[src/rtl/lcpio_map.svh]
/*
 * register offsets, reset values and field positions of the lcd-shared port
 * and the two input-only ports.
 * assumes inclusion by bare name from the design files.
 */
`ifndef LCPIO_MAP_SVH
`define LCPIO_MAP_SVH

// ********************************
// register map
// ********************************
`define LCPIO_ADDR_W        16
`define LCPIO_OFF_A_DATA    16'hffdd
`define LCPIO_OFF_A_DIR     16'hffed
`define LCPIO_OFF_B_LEVELS  16'hffde
`define LCPIO_OFF_C_LEVELS  16'hffdf

// ********************************
// reset values and fields
// ********************************
`define LCPIO_RST_A_DATA    8'hf0
`define LCPIO_RST_A_DIR     8'hf0
`define LCPIO_UPPER_ONES    4'hf
`define LCPIO_ALL_ONES      8'hff
`define LCPIO_SEG_GPIO      4'h0
`define LCPIO_UNMAPPED_RD   8'h00

// ********************************
// analog channel codes
// ********************************
`define LCPIO_CH_B_FIRST    4'h0
`define LCPIO_CH_C_FIRST    4'h8

`endif

[src/rtl/lcpio_pkg.sv]
/*
 * types shared by the port block files.
 * assumes nothing beyond a systemverilog compiler.
 */
`default_nettype none

package lcpio_pkg;
   // operating modes of the chip as seen by the pins
   typedef enum logic [2:0] {
      LCPIO_MODE_ACTIVE    = 3'b000,
      LCPIO_MODE_SUBACTIVE = 3'b001,
      LCPIO_MODE_SLEEP     = 3'b010,
      LCPIO_MODE_SUBSLEEP  = 3'b011,
      LCPIO_MODE_WATCH     = 3'b100,
      LCPIO_MODE_STANDBY   = 3'b101
   } lcpio_mode_e;
endpackage

`default_nettype wire

[src/rtl/lcpio_sync.sv]
/*
 * three-stage synchroniser with agreement filter for a bus of pin inputs.
 * assumes asynchronous inputs and one clock.
 */
`timescale 1ns/1ps
`default_nettype none

module lcpio_sync #(
   parameter int WIDTH = 8
) (
   // clock and reset
   input  wire logic             clk,
   input  wire logic             rst_b,
   // pins and filtered level
   input  wire logic [WIDTH-1:0] pin_async,
   output logic      [WIDTH-1:0] level_ff
);
   logic [WIDTH-1:0] s1_ff;
   logic [WIDTH-1:0] s2_ff;
   logic [WIDTH-1:0] s3_ff;

   // ********************************
   // per-bit stages
   // ********************************
   genvar gi;
   generate
      for (gi = 0; gi < WIDTH; gi++) begin : g_bit
         // first stage read only by the second
         always_ff @(posedge clk or negedge rst_b) begin
            if (!rst_b) begin
               s1_ff[gi]    <= 1'b0;
               s2_ff[gi]    <= 1'b0;
               s3_ff[gi]    <= 1'b0;
               level_ff[gi] <= 1'b0;
            end else begin
               s1_ff[gi] <= pin_async[gi];
               s2_ff[gi] <= s1_ff[gi];
               s3_ff[gi] <= s2_ff[gi];
               // a change counts only once two later stages agree
               if (s2_ff[gi] == s3_ff[gi]) begin
                  level_ff[gi] <= s3_ff[gi];
               end
            end
         end
      end
   endgenerate
endmodule

`default_nettype wire

[src/rtl/lcpio_top.sv]
/*
 * lcd-shared four-bit bidirectional port and two input-only ports, with
 * the cpu register slave.
 * assumes a plain strobe bus on clk, lcd commons and analog select from
 * neighbouring blocks on the same clock, and pins from outside.
 */
// Local design decision: the address-and-strobe port.
// Summary of operation
// - four-bit output latch in low bits of the port data register
// - direction 1: data read returns the latched value
// - direction 0: data read returns the sampled pin level
// - data register resets to f0
// - direction 1 drives latch onto pin, 0 turns driver off
// - direction register is write-only and reads all ones
// - direction register resets to f0, all pins inputs
// - latch and direction act only when pin is general-purpose
// - segment select zero gives gpio, else the lcd common drives
// - pins float in reset and standby, hold in sleep, subsleep and watch
// - eight-bit input-only port without drivers
// - eight-bit port read returns sampled pin levels
// - analog-selected eight-bit port pin reads zero
// - four-bit input-only port read returns sampled levels
// - analog-selected four-bit port pin reads zero
// - data at ffdd, direction at ffed
`timescale 1ns/1ps
`default_nettype none
`include "lcpio_map.svh"

module lcpio_top #(
   parameter int B_WIDTH = 8,
   parameter int C_WIDTH = 4
) (
   // clock and reset
   input  wire logic                     clk,
   input  wire logic                     rst_b,
   // register bus
   input  wire logic [`LCPIO_ADDR_W-1:0] bus_addr,
   input  wire logic [7:0]               bus_wdata,
   input  wire logic                     bus_wr,
   input  wire logic                     bus_rd,
   output logic      [7:0]               bus_rdata_ff,
   // neighbouring controls
   input  wire logic [3:0]               segment_select_field,
   input  wire logic [3:0]               analog_channel_select,
   input  wire logic                     analog_enable,
   input  wire lcpio_pkg::lcpio_mode_e   power_mode,
   input  wire logic [3:0]               lcd_common_line,
   // bidirectional pins
   input  wire logic [3:0]               bidir_pin_in,
   output logic      [3:0]               bidir_pin_out_ff,
   output logic      [3:0]               bidir_pin_oe_ff,
   // input-only pins
   input  wire logic [B_WIDTH-1:0]       port_b_pin,
   input  wire logic [C_WIDTH-1:0]       port_c_pin
);

   // ********************************
   // registers and synchronisers
   // ********************************
   logic [3:0]         port_a_data_latch_ff;
   logic [3:0]         port_a_direction_ff;
   logic [3:0]         a_level;
   logic [B_WIDTH-1:0] b_level;
   logic [C_WIDTH-1:0] c_level;
   logic [B_WIDTH-1:0] b_analog_mask;
   logic [C_WIDTH-1:0] c_analog_mask;
   logic [7:0]         nxt_rdata;
   logic [3:0]         nxt_pin_out;
   logic [3:0]         nxt_pin_oe;
   logic               gpio_sel;
   logic               hold_mode;
   logic               float_mode;

   lcpio_sync #(.WIDTH(4)) u_sync_a (
      .clk       (clk),
      .rst_b     (rst_b),
      .pin_async (bidir_pin_in),
      .level_ff  (a_level)
   );

   // input-only ports have no driver at all
   lcpio_sync #(.WIDTH(B_WIDTH)) u_sync_b (
      .clk       (clk),
      .rst_b     (rst_b),
      .pin_async (port_b_pin),
      .level_ff  (b_level)
   );

   lcpio_sync #(.WIDTH(C_WIDTH)) u_sync_c (
      .clk       (clk),
      .rst_b     (rst_b),
      .pin_async (port_c_pin),
      .level_ff  (c_level)
   );

   // ********************************
   // register writes
   // ********************************
   // latch holds only the low nibble; upper bits are constant ones
   always_ff @(posedge clk or negedge rst_b) begin
      if (!rst_b) begin
         port_a_data_latch_ff <= 4'(`LCPIO_RST_A_DATA);
      end else if (bus_wr && bus_addr == `LCPIO_OFF_A_DATA) begin
         port_a_data_latch_ff <= bus_wdata[3:0];
      end
   end

   // direction register
   always_ff @(posedge clk or negedge rst_b) begin
      if (!rst_b) begin
         port_a_direction_ff <= 4'(`LCPIO_RST_A_DIR);
      end else if (bus_wr && bus_addr == `LCPIO_OFF_A_DIR) begin
         port_a_direction_ff <= bus_wdata[3:0];
      end
   end

   // ********************************
   // analog masks
   // ********************************
   // channel codes 0..7 land on port b, 8..11 on port c
   genvar gb;
   generate
      for (gb = 0; gb < B_WIDTH; gb++) begin : g_bmask
         assign b_analog_mask[gb] = analog_enable &&
            (analog_channel_select == (`LCPIO_CH_B_FIRST + 4'(gb)));
      end
      for (gb = 0; gb < C_WIDTH; gb++) begin : g_cmask
         assign c_analog_mask[gb] = analog_enable &&
            (analog_channel_select == (`LCPIO_CH_C_FIRST + 4'(gb)));
      end
   endgenerate

   // ********************************
   // read path
   // ********************************
   // decode order: data, direction, port b, port c, else zero
   always_comb begin
      nxt_rdata = `LCPIO_UNMAPPED_RD;
      if (bus_addr == `LCPIO_OFF_A_DATA) begin
         nxt_rdata = {`LCPIO_UPPER_ONES,
            (port_a_direction_ff & port_a_data_latch_ff) |
            (~port_a_direction_ff & a_level)};
      end else if (bus_addr == `LCPIO_OFF_A_DIR) begin
         nxt_rdata = `LCPIO_ALL_ONES;
      end else if (bus_addr == `LCPIO_OFF_B_LEVELS) begin
         nxt_rdata = 8'(b_level & ~b_analog_mask);
      end else if (bus_addr == `LCPIO_OFF_C_LEVELS) begin
         nxt_rdata = 8'(c_level & ~c_analog_mask);
      end
   end

   // read data valid only in the cycle after the strobe
   always_ff @(posedge clk or negedge rst_b) begin
      if (!rst_b) begin
         bus_rdata_ff <= 8'h00;
      end else if (bus_rd) begin
         bus_rdata_ff <= nxt_rdata;
      end else begin
         bus_rdata_ff <= 8'h00;
      end
   end

   // ********************************
   // pin drive
   // ********************************
   assign gpio_sel   = (segment_select_field == `LCPIO_SEG_GPIO);
   assign hold_mode  = (power_mode == lcpio_pkg::LCPIO_MODE_SLEEP) ||
                       (power_mode == lcpio_pkg::LCPIO_MODE_SUBSLEEP) ||
                       (power_mode == lcpio_pkg::LCPIO_MODE_WATCH);
   assign float_mode = (power_mode == lcpio_pkg::LCPIO_MODE_STANDBY);

   // lcd common overrides direction entirely when segments are enabled
   always_comb begin
      if (gpio_sel) begin
         nxt_pin_out = port_a_data_latch_ff;
         nxt_pin_oe  = port_a_direction_ff;
      end else begin
         nxt_pin_out = lcd_common_line;
         nxt_pin_oe  = 4'hf;
      end
   end

   // holding in sleep keeps the last drive even if software rewrites
   always_ff @(posedge clk or negedge rst_b) begin
      if (!rst_b) begin
         bidir_pin_out_ff <= 4'h0;
         bidir_pin_oe_ff  <= 4'h0;
      end else if (float_mode) begin
         bidir_pin_out_ff <= 4'h0;
         bidir_pin_oe_ff  <= 4'h0;
      end else if (!hold_mode) begin
         bidir_pin_out_ff <= nxt_pin_out;
         bidir_pin_oe_ff  <= nxt_pin_oe;
      end
   end

   // ********************************
   // assertions
   // ********************************
   property p_dir_read_ones;
      @(posedge clk) disable iff (!rst_b)
      (bus_rd && bus_addr == `LCPIO_OFF_A_DIR) |=> bus_rdata_ff == 8'hff;
   endproperty
   a_dir_read_ones: assert property (p_dir_read_ones)
      else $error("direction read not all ones");

   property p_data_upper_ones;
      @(posedge clk) disable iff (!rst_b)
      (bus_rd && bus_addr == `LCPIO_OFF_A_DATA) |=> bus_rdata_ff[7:4] == 4'hf;
   endproperty
   a_data_upper_ones: assert property (p_data_upper_ones)
      else $error("data upper bits not ones");

   property p_latch_readback;
      @(posedge clk) disable iff (!rst_b)
      (bus_rd && bus_addr == `LCPIO_OFF_A_DATA) |=>
         ((bus_rdata_ff[3:0] & $past(port_a_direction_ff)) ==
          ($past(port_a_data_latch_ff) & $past(port_a_direction_ff)));
   endproperty
   a_latch_readback: assert property (p_latch_readback)
      else $error("output bit read not from latch");

   property p_pin_readback;
      @(posedge clk) disable iff (!rst_b)
      (bus_rd && bus_addr == `LCPIO_OFF_A_DATA) |=>
         ((bus_rdata_ff[3:0] & ~$past(port_a_direction_ff)) ==
          ($past(a_level) & ~$past(port_a_direction_ff)));
   endproperty
   a_pin_readback: assert property (p_pin_readback)
      else $error("input bit read not from pin");

   property p_write_latch;
      @(posedge clk) disable iff (!rst_b)
      (bus_wr && bus_addr == `LCPIO_OFF_A_DATA) |=>
         port_a_data_latch_ff == $past(bus_wdata[3:0]);
   endproperty
   a_write_latch: assert property (p_write_latch)
      else $error("latch write lost");

   property p_gpio_drive;
      @(posedge clk) disable iff (!rst_b)
      (gpio_sel && power_mode == lcpio_pkg::LCPIO_MODE_ACTIVE) |=>
         bidir_pin_oe_ff == $past(port_a_direction_ff);
   endproperty
   a_gpio_drive: assert property (p_gpio_drive)
      else $error("gpio enable not from direction");

   property p_lcd_drive;
      @(posedge clk) disable iff (!rst_b)
      (!gpio_sel && power_mode == lcpio_pkg::LCPIO_MODE_ACTIVE) |=>
         (bidir_pin_oe_ff == 4'hf && bidir_pin_out_ff == $past(lcd_common_line));
   endproperty
   a_lcd_drive: assert property (p_lcd_drive)
      else $error("lcd common not driven");

   property p_standby_float;
      @(posedge clk) disable iff (!rst_b)
      float_mode |=> bidir_pin_oe_ff == 4'h0;
   endproperty
   a_standby_float: assert property (p_standby_float)
      else $error("pins driven in standby");

   property p_hold_state;
      @(posedge clk) disable iff (!rst_b)
      hold_mode |=> $stable(bidir_pin_oe_ff) && $stable(bidir_pin_out_ff);
   endproperty
   a_hold_state: assert property (p_hold_state)
      else $error("pins changed in sleep");

   property p_b_analog_zero;
      @(posedge clk) disable iff (!rst_b)
      (bus_rd && bus_addr == `LCPIO_OFF_B_LEVELS && analog_enable &&
       analog_channel_select < 4'h8) |=>
         bus_rdata_ff[$past(analog_channel_select[2:0])] == 1'b0;
   endproperty
   a_b_analog_zero: assert property (p_b_analog_zero)
      else $error("analog pin of port b not zero");

   // port c channels sit at codes 8..11, so only bits 1:0 index the pin
   property p_c_analog_zero;
      @(posedge clk) disable iff (!rst_b)
      (bus_rd && bus_addr == `LCPIO_OFF_C_LEVELS && analog_enable &&
       analog_channel_select >= 4'h8 && analog_channel_select < 4'hc) |=>
         bus_rdata_ff[$past(analog_channel_select[1:0])] == 1'b0;
   endproperty
   a_c_analog_zero: assert property (p_c_analog_zero)
      else $error("analog pin of port c not zero");

   // with the converter idle every input bit shows its filtered level
   property p_b_level_read;
      @(posedge clk) disable iff (!rst_b)
      (bus_rd && bus_addr == `LCPIO_OFF_B_LEVELS && !analog_enable) |=>
         bus_rdata_ff[B_WIDTH-1:0] == $past(b_level);
   endproperty
   a_b_level_read: assert property (p_b_level_read)
      else $error("port b read not pin levels");

   property p_c_level_read;
      @(posedge clk) disable iff (!rst_b)
      (bus_rd && bus_addr == `LCPIO_OFF_C_LEVELS && !analog_enable) |=>
         bus_rdata_ff[C_WIDTH-1:0] == $past(c_level);
   endproperty
   a_c_level_read: assert property (p_c_level_read)
      else $error("port c read not pin levels");

   c_dir_write: cover property (@(posedge clk) disable iff (!rst_b)
      bus_wr && bus_addr == `LCPIO_OFF_A_DIR);
   c_lcd_mode: cover property (@(posedge clk) disable iff (!rst_b) !gpio_sel);
   c_sleep: cover property (@(posedge clk) disable iff (!rst_b) hold_mode);
   c_standby: cover property (@(posedge clk) disable iff (!rst_b) float_mode);
endmodule

`default_nettype wire

[config.mk]
export PLATFORM = sky130hd
export DESIGN_NAME = lcpio_top
export DESIGN_NICKNAME = d
export VERILOG_FILES = /design/src/rtl/lcpio_pkg.sv /design/src/rtl/lcpio_sync.sv /design/src/rtl/lcpio_top.sv
export VERILOG_INCLUDE_DIRS = /design/src /design/src/rtl
export SDC_FILE = /design/constraint.sdc
export NUM_CORES = 1
export LEC_CHECK = 0
export ABC_AREA = 0
export BUFFER_PORTS_ARGS = -buffer_cell sky130_fd_sc_hd__buf_4
export CAP_MARGIN = 20
export CORE_ASPECT_RATIO = 1.25
export CORE_UTILIZATION = 45
export CTS_BUF_LIST = sky130_fd_sc_hd__clkbuf_2 sky130_fd_sc_hd__clkbuf_4 sky130_fd_sc_hd__clkbuf_8
export DETAILED_ROUTE_END_ITERATION = 7
export GPL_TIMING_DRIVEN = 0
export PLACE_DENSITY = 0.69
export SYNTH_ARGS = -nofsm -noshare
export SYNTH_HDL_FRONTEND = slang
export SYNTH_HIERARCHICAL = 1
export SYNTH_SLANG_ARGS = --single-unit
export TNS_END_PERCENT = 1
[constraint.sdc]
create_clock -name clk -period 3 [get_ports clk]
set_input_delay 0.75 -clock clk [delete_from_list [all_inputs] [get_ports clk]]
set_output_delay 0.75 -clock clk [all_outputs]
set_load 0.01 [all_outputs]
=== Word level (Yosys, flattened, before mapping) ===
Index checks and enable logic that the tools add are counted.

* Flip-flop bits (word level): 88
* Bits of input ports: 60
* Output and inout bits: 16
* Logic and storage cells: 142

* Equal/unequal tests: 36
* Multiplexer cells: 11
* Bitwise logic cells: 8
* Reduce and logical (&&, ||, !) cells: 18

{| class="wikitable"
|+ Operators by type and width
! kind !! count
|-
| 16-bit == test, second input constant || 4
|-
| 8-bit two-way mux || 5
|-
| 4-bit two-way mux || 6
|-
| 1-bit == test || 16
|-
| 4-bit by 3-bit == test with 1-bit output, second input constant || 4
|-
| 4-bit == test, second input constant || 4
|-
| 1-bit logical AND || 14
|-
| 4-bit AND || 2
|-
| 4-bit by 8-bit AND with 8-bit output || 1
|-
| 8-bit AND || 1
|-
| 4-bit by 2-bit == test with 1-bit output, second input constant || 2
|-
| 4-bit zero test || 2
|-
| 4-bit NOT with 8-bit output || 1
|-
| 8-bit NOT || 1
|-
| 3-bit by 2-bit == test with 1-bit output, second input constant || 2
|-
| 3-bit == test, second input constant || 2
|-
| 4-bit by 1-bit == test with 1-bit output, second input constant || 1
|-
| 4-bit NOT || 1
|-
| 4-bit OR || 1
|-
| 1-bit logical OR || 2
|-
| 2-bit by 1-bit inequality test with 1-bit output, second input constant || 1
|}

=== Logic depth before layout (Yosys ltp) ===
* Depth in word-level cells: 9
* Mapped depth: 5
* Gate-level depth less buffers: 4

=== By module ===
The synthesis kept the hierarchy.

{| class="wikitable"
|+ By module, submodules not included
! module !! times used !! cells each !! area an instance (um2) !! sequential area each (um2)
|-
| lcpio_top || 1 || 126 || 1330.0 || 600.6
|-
| lcpio_sync at u_sync_a ... || 2 || 20 || 445.4 || 400.4
|-
| lcpio_sync at u_sync_b || 1 || 40 || 890.9 || 800.8
|}

=== Worst setup path after synthesis ===
Ideal clock, no wire load.

* Path kind: input to register
* Start: in bus_addr[5]
* End: reg port_a_data_latch_ff[0]
* Library setup time: 125 ps
* Arrival time: 1841 ps
* Data required time: 2875 ps
* Path slack: 1034 ps
* Stages: 4
* Buffers on the path: 0
* Cells stage by stage: nand2b_1 -> nor4_4 -> nand3_4 -> mux2_4

* Cells in the longest elaborated chain, start to end: 2

{| class="wikitable"
|+ RTL lines
! item !! RTL line !! text
|-
| start: declaration || lcpio_top.sv:37 || <nowiki>input wire logic [`LCPIO_ADDR_W-1:0] bus_addr,</nowiki>
|-
| 16-bit == test (no source line) || - ||
|-
| 1-bit logical AND (no source line) || - ||
|-
| end signal: assignment || lcpio_top.sv:102 || <nowiki>port_a_data_latch_ff <= 4'(`LCPIO_RST_A_DATA);</nowiki>
|-
| end signal: assignment || lcpio_top.sv:104 || <nowiki>port_a_data_latch_ff <= bus_wdata[3:0];</nowiki>
|-
| end: declaration || lcpio_top.sv:60 || <nowiki>logic [3:0] port_a_data_latch_ff;</nowiki>
|}

No other way between the ends.
A chain may end at the register's enable or synchronous reset.

=== Worst setup path after layout ===
* Start: in bus_addr[5]
* End: reg port_a_data_latch_ff[2]

Same word-level chain as after synthesis.

==> results.yml <==
sta:
  finalHoldViolations: 0
  finalMaxSlewViolations: 0
  period_minus_slack_ns: 1.88
  grt_setup_unrepaired: "no"
  finClkSkew_ns: 0.00948
  timing.setup.tns_ns: 0
  finalSetupViolations: 0
  finalCritPeriodShare_pct: 62.7
  fmax_mhz: 531
  worst_pin_slew_ns: 0.565
  slew_headroom_pct: 62.1
die:
  die_w_um: 76.4
  initial_utilization_pct: 47.1
  core_area_um2: 6610
  num_rows: 33
  die_h_um: 95.0
  die_area_um2: 7250
  io_pins: 76
final_layout:
  antenna_cells: 0
  stdcell_count: 380
  fin_nets: 349
  utilization_pct: 59.8
  drive_gt1_share_pct: 40.6
  syn2layout_area_growth_pct: 27.0
outcome:
  status: "finished, final reports clean"
logic_synthesis:
  syn_avg_cell_area_um2: 15.1
  async_reset_ff_share_pct: 100
  yosysWarnings: 6
  ys.flop_type: "dfrtp_1"
  synth_edf_count: 0
  syn-cell-area_um2: 3110
  syn_inst: 206
  syn_nets: 266
  yosysSeqAreaShare_pct: 70.8
  ys_ff_latch: 88
  synth.distinct_cells: 38
routing:
  vias_per_cell: 4.93
  drc: 0
  vias: 1875
  initialDrtViolationCount: 57
  drtAntennaViolNets: 0
  wirelength_mm: 4.96
  firstDrtPassIters: 4
  wire_per_inst_um: 13.0
power:
  p_switching_mw: 0.499
  power_frac_comb_pct: 8.4
  p_sw_share_pct: 22.7
  p_leak_nw: 1.87
  pwr-share-seq_pct: 58.4
  peakVddDrop_v: 0.000379
  p_int_mw: 1.70
  powerDensity_nw_per_um2: 555
  p_clk_share_pct: 33.2
cts:
  clock-sinks: 88
  clk_path_buf_depth: 2
  postCtsHoldBufs: 0
  cts_max_level: 3
  cts_setup_buffers: 0
  root_buffer: "clkbuf_8"
  cts_tree: "yes"
  clk_pin_slew_worst_paths_ns: 0.08
  clock_latency_ns: 0.34
  cts_resized: 0
  cts_buffers: 9
critical_path:
  end_kind: "flop"
  worst_setup_path_start_kind: "input port"
  slowest_stage: "nor4_4"
  cp_max_fo: 8
  worstSetupPathType: "in2reg"
  required_ns: 3.23
  cp.arrival_ns: 2.11
  crit_path_max_incr_delay_ns: 0.55
  cp_cell_sequence: "buf_4 > nand2b_1 > nor4_4 > nand3_4 > mux2_4"
grt:
  grt_max_degree: 89
  antenna_found_initial: 0
  globalRouteOverflowTotal: 0
  grt_pass1_vias: 1814
  grt_pass1_wl_mm: 8.25
  track_usage_pct: 14.8
placed_design:
  dpl.cell_count: 364
  port_buffers: 71
  hpwlAfterDp_mm: 3.57
  routabilityCongestion: 0.760
job:
  drv_cap: 0
hold_path:
  min_path_type: "reg2reg"
[placed cells by master, fill, tap and decap left out, types with 2 or more instances in the layout]
master / count
dfrtp_1: 88
buf_4: 71
maj3_2: 16
nand2_1: 13
clkbuf_8: 11
mux2i_1: 8
o21ai_0: 8
a21oi_1: 7
nand2b_1: 6
nor2_1: 6
o211ai_1: 4
inv_1: 4
o31ai_1: 4
mux2_4: 4
mux2_2: 4
nand4_1: 3
a221oi_1: 3
o311ai_0: 3
nand3_1: 2
clkbuf_1: 2
nor2b_1: 2
clkinv_2: 2
[cell type report]
class / count / area (um2)
Inverter: 4 / 15.0
Buffer: 2 / 7.51
Timing Repair Buffer: 72 / 553
Tap cell: 87 / 109
Clock inverter: 4 / 27.5
Fill cell: 534 / 2650
Multi-Input combinational cell: 112 / 887
Sequential cell: 88 / 2200
Clock buffer: 11 / 151
[critical path: cells and delay by family]
kind / cells / cell delay (ns)
buf+inv: 1 / 0.11
mux: 1 / 0.33
simple gates: 3 / 0.90
[synthesized netlist by cell type, drive strengths merged, types with 4 or more instances]
cell,n,area share [%]
nand2,14,1.8
dfrtp,88,71
inv,4,0.48
mux2i,8,2.6
maj3,16,5.8
nand4,4,1.0
nand2b,6,1.2
o21ai,9,1.4
o31ai,4,0.97
a21oi,7,1.1
nor2,6,0.72
mux2,8,3.4
o211ai,4,0.97
[flip-flops by register name (all words and copies together), names as in the netlist, 8 cells and up]
signal             count
bus_rdata_ff           8
u_sync_b/level_ff      8
u_sync_b/s1_ff         8
u_sync_b/s2_ff         8
u_sync_b/s3_ff         8
[cells by family (layout without fill, tap and decap cells)]
family | count (synthesis) | count (layout) | synth area share, %
AO/OA/AOI/OAI | 35 | 35 | 7.72
adder cells (fa/ha/maj) | 16 | 16 | 5.79
buffers and inverters | 6 | 93 | 0.724
flip-flops | 88 | 88 | 70.8
multiplexers | 16 | 16 | 5.95
AND/OR/NAND/NOR | 45 | 45 | 9.05
[power groups by stage]
stage | Clock (mW) | Combinational [mW] | Sequential [mW]
final | 0.728 | 0.184 | 1.28
after global routing | 0.795 | 0.204 | 1.29
after CTS | 0.750 | 0.185 | 1.28
after detailed placement | 0 | 0.184 | 1.31
after global placement | 0 | 0.180 | 1.31
after floorplan | 0 | 0.0648 | 1.31
[final timing paths]
| path | startpoint | end | slack [ns] | cells after the start |
|---|---|---|---|---|
| worst max register to register | u_sync_b/level_ff[3] | bus_rdata_ff[3] | 1.83 | 4 |
| worst max-delay path | bus_addr[5] | port_a_data_latch_ff[2] | 1.12 | 5 |
| min in group asynchronous | rst_b | u_sync_b/s1_ff[4] | 0.39 | 1 |
| max in group asynchronous | rst_b | port_a_direction_ff[3] | 1.99 | 2 |
| worst min register to register | u_sync_b/s1_ff[1] | u_sync_b/s2_ff[1] | 0.35 | 0 |
| worst min-delay path | u_sync_b/s1_ff[1] | u_sync_b/s2_ff[1] | 0.35 | 0 |
[stage by stage]
| step | total power, mW | area (um2) | hold slack [ns] | setup WS (ns) |
|---|---|---|---|---|
| floorplan | 1.37 | 3110 | 0.331 | 1.03 |
| global placement | 1.49 | 3750 | 0.332 | 0.785 |
| detailed placement | 1.49 | 3750 | 0.335 | 0.765 |
| CTS | 2.22 | 3930 | 0.353 | 1.13 |
| global route | 2.29 | 3950 | 0.364 | 0.960 |
| finish | 2.19 | 3950 | 0.351 | 1.12 |
[routing by layer]
metal	up-vias	part of all wire [%]	global-route usage, %
li1	908	-	-
met1	908	43	17.8
met2	52	49	24.6
met3	7	6.3	4.93
met4	0	0.95	6.25
met5	-	0	0
(Power assumes the default switching activity.)
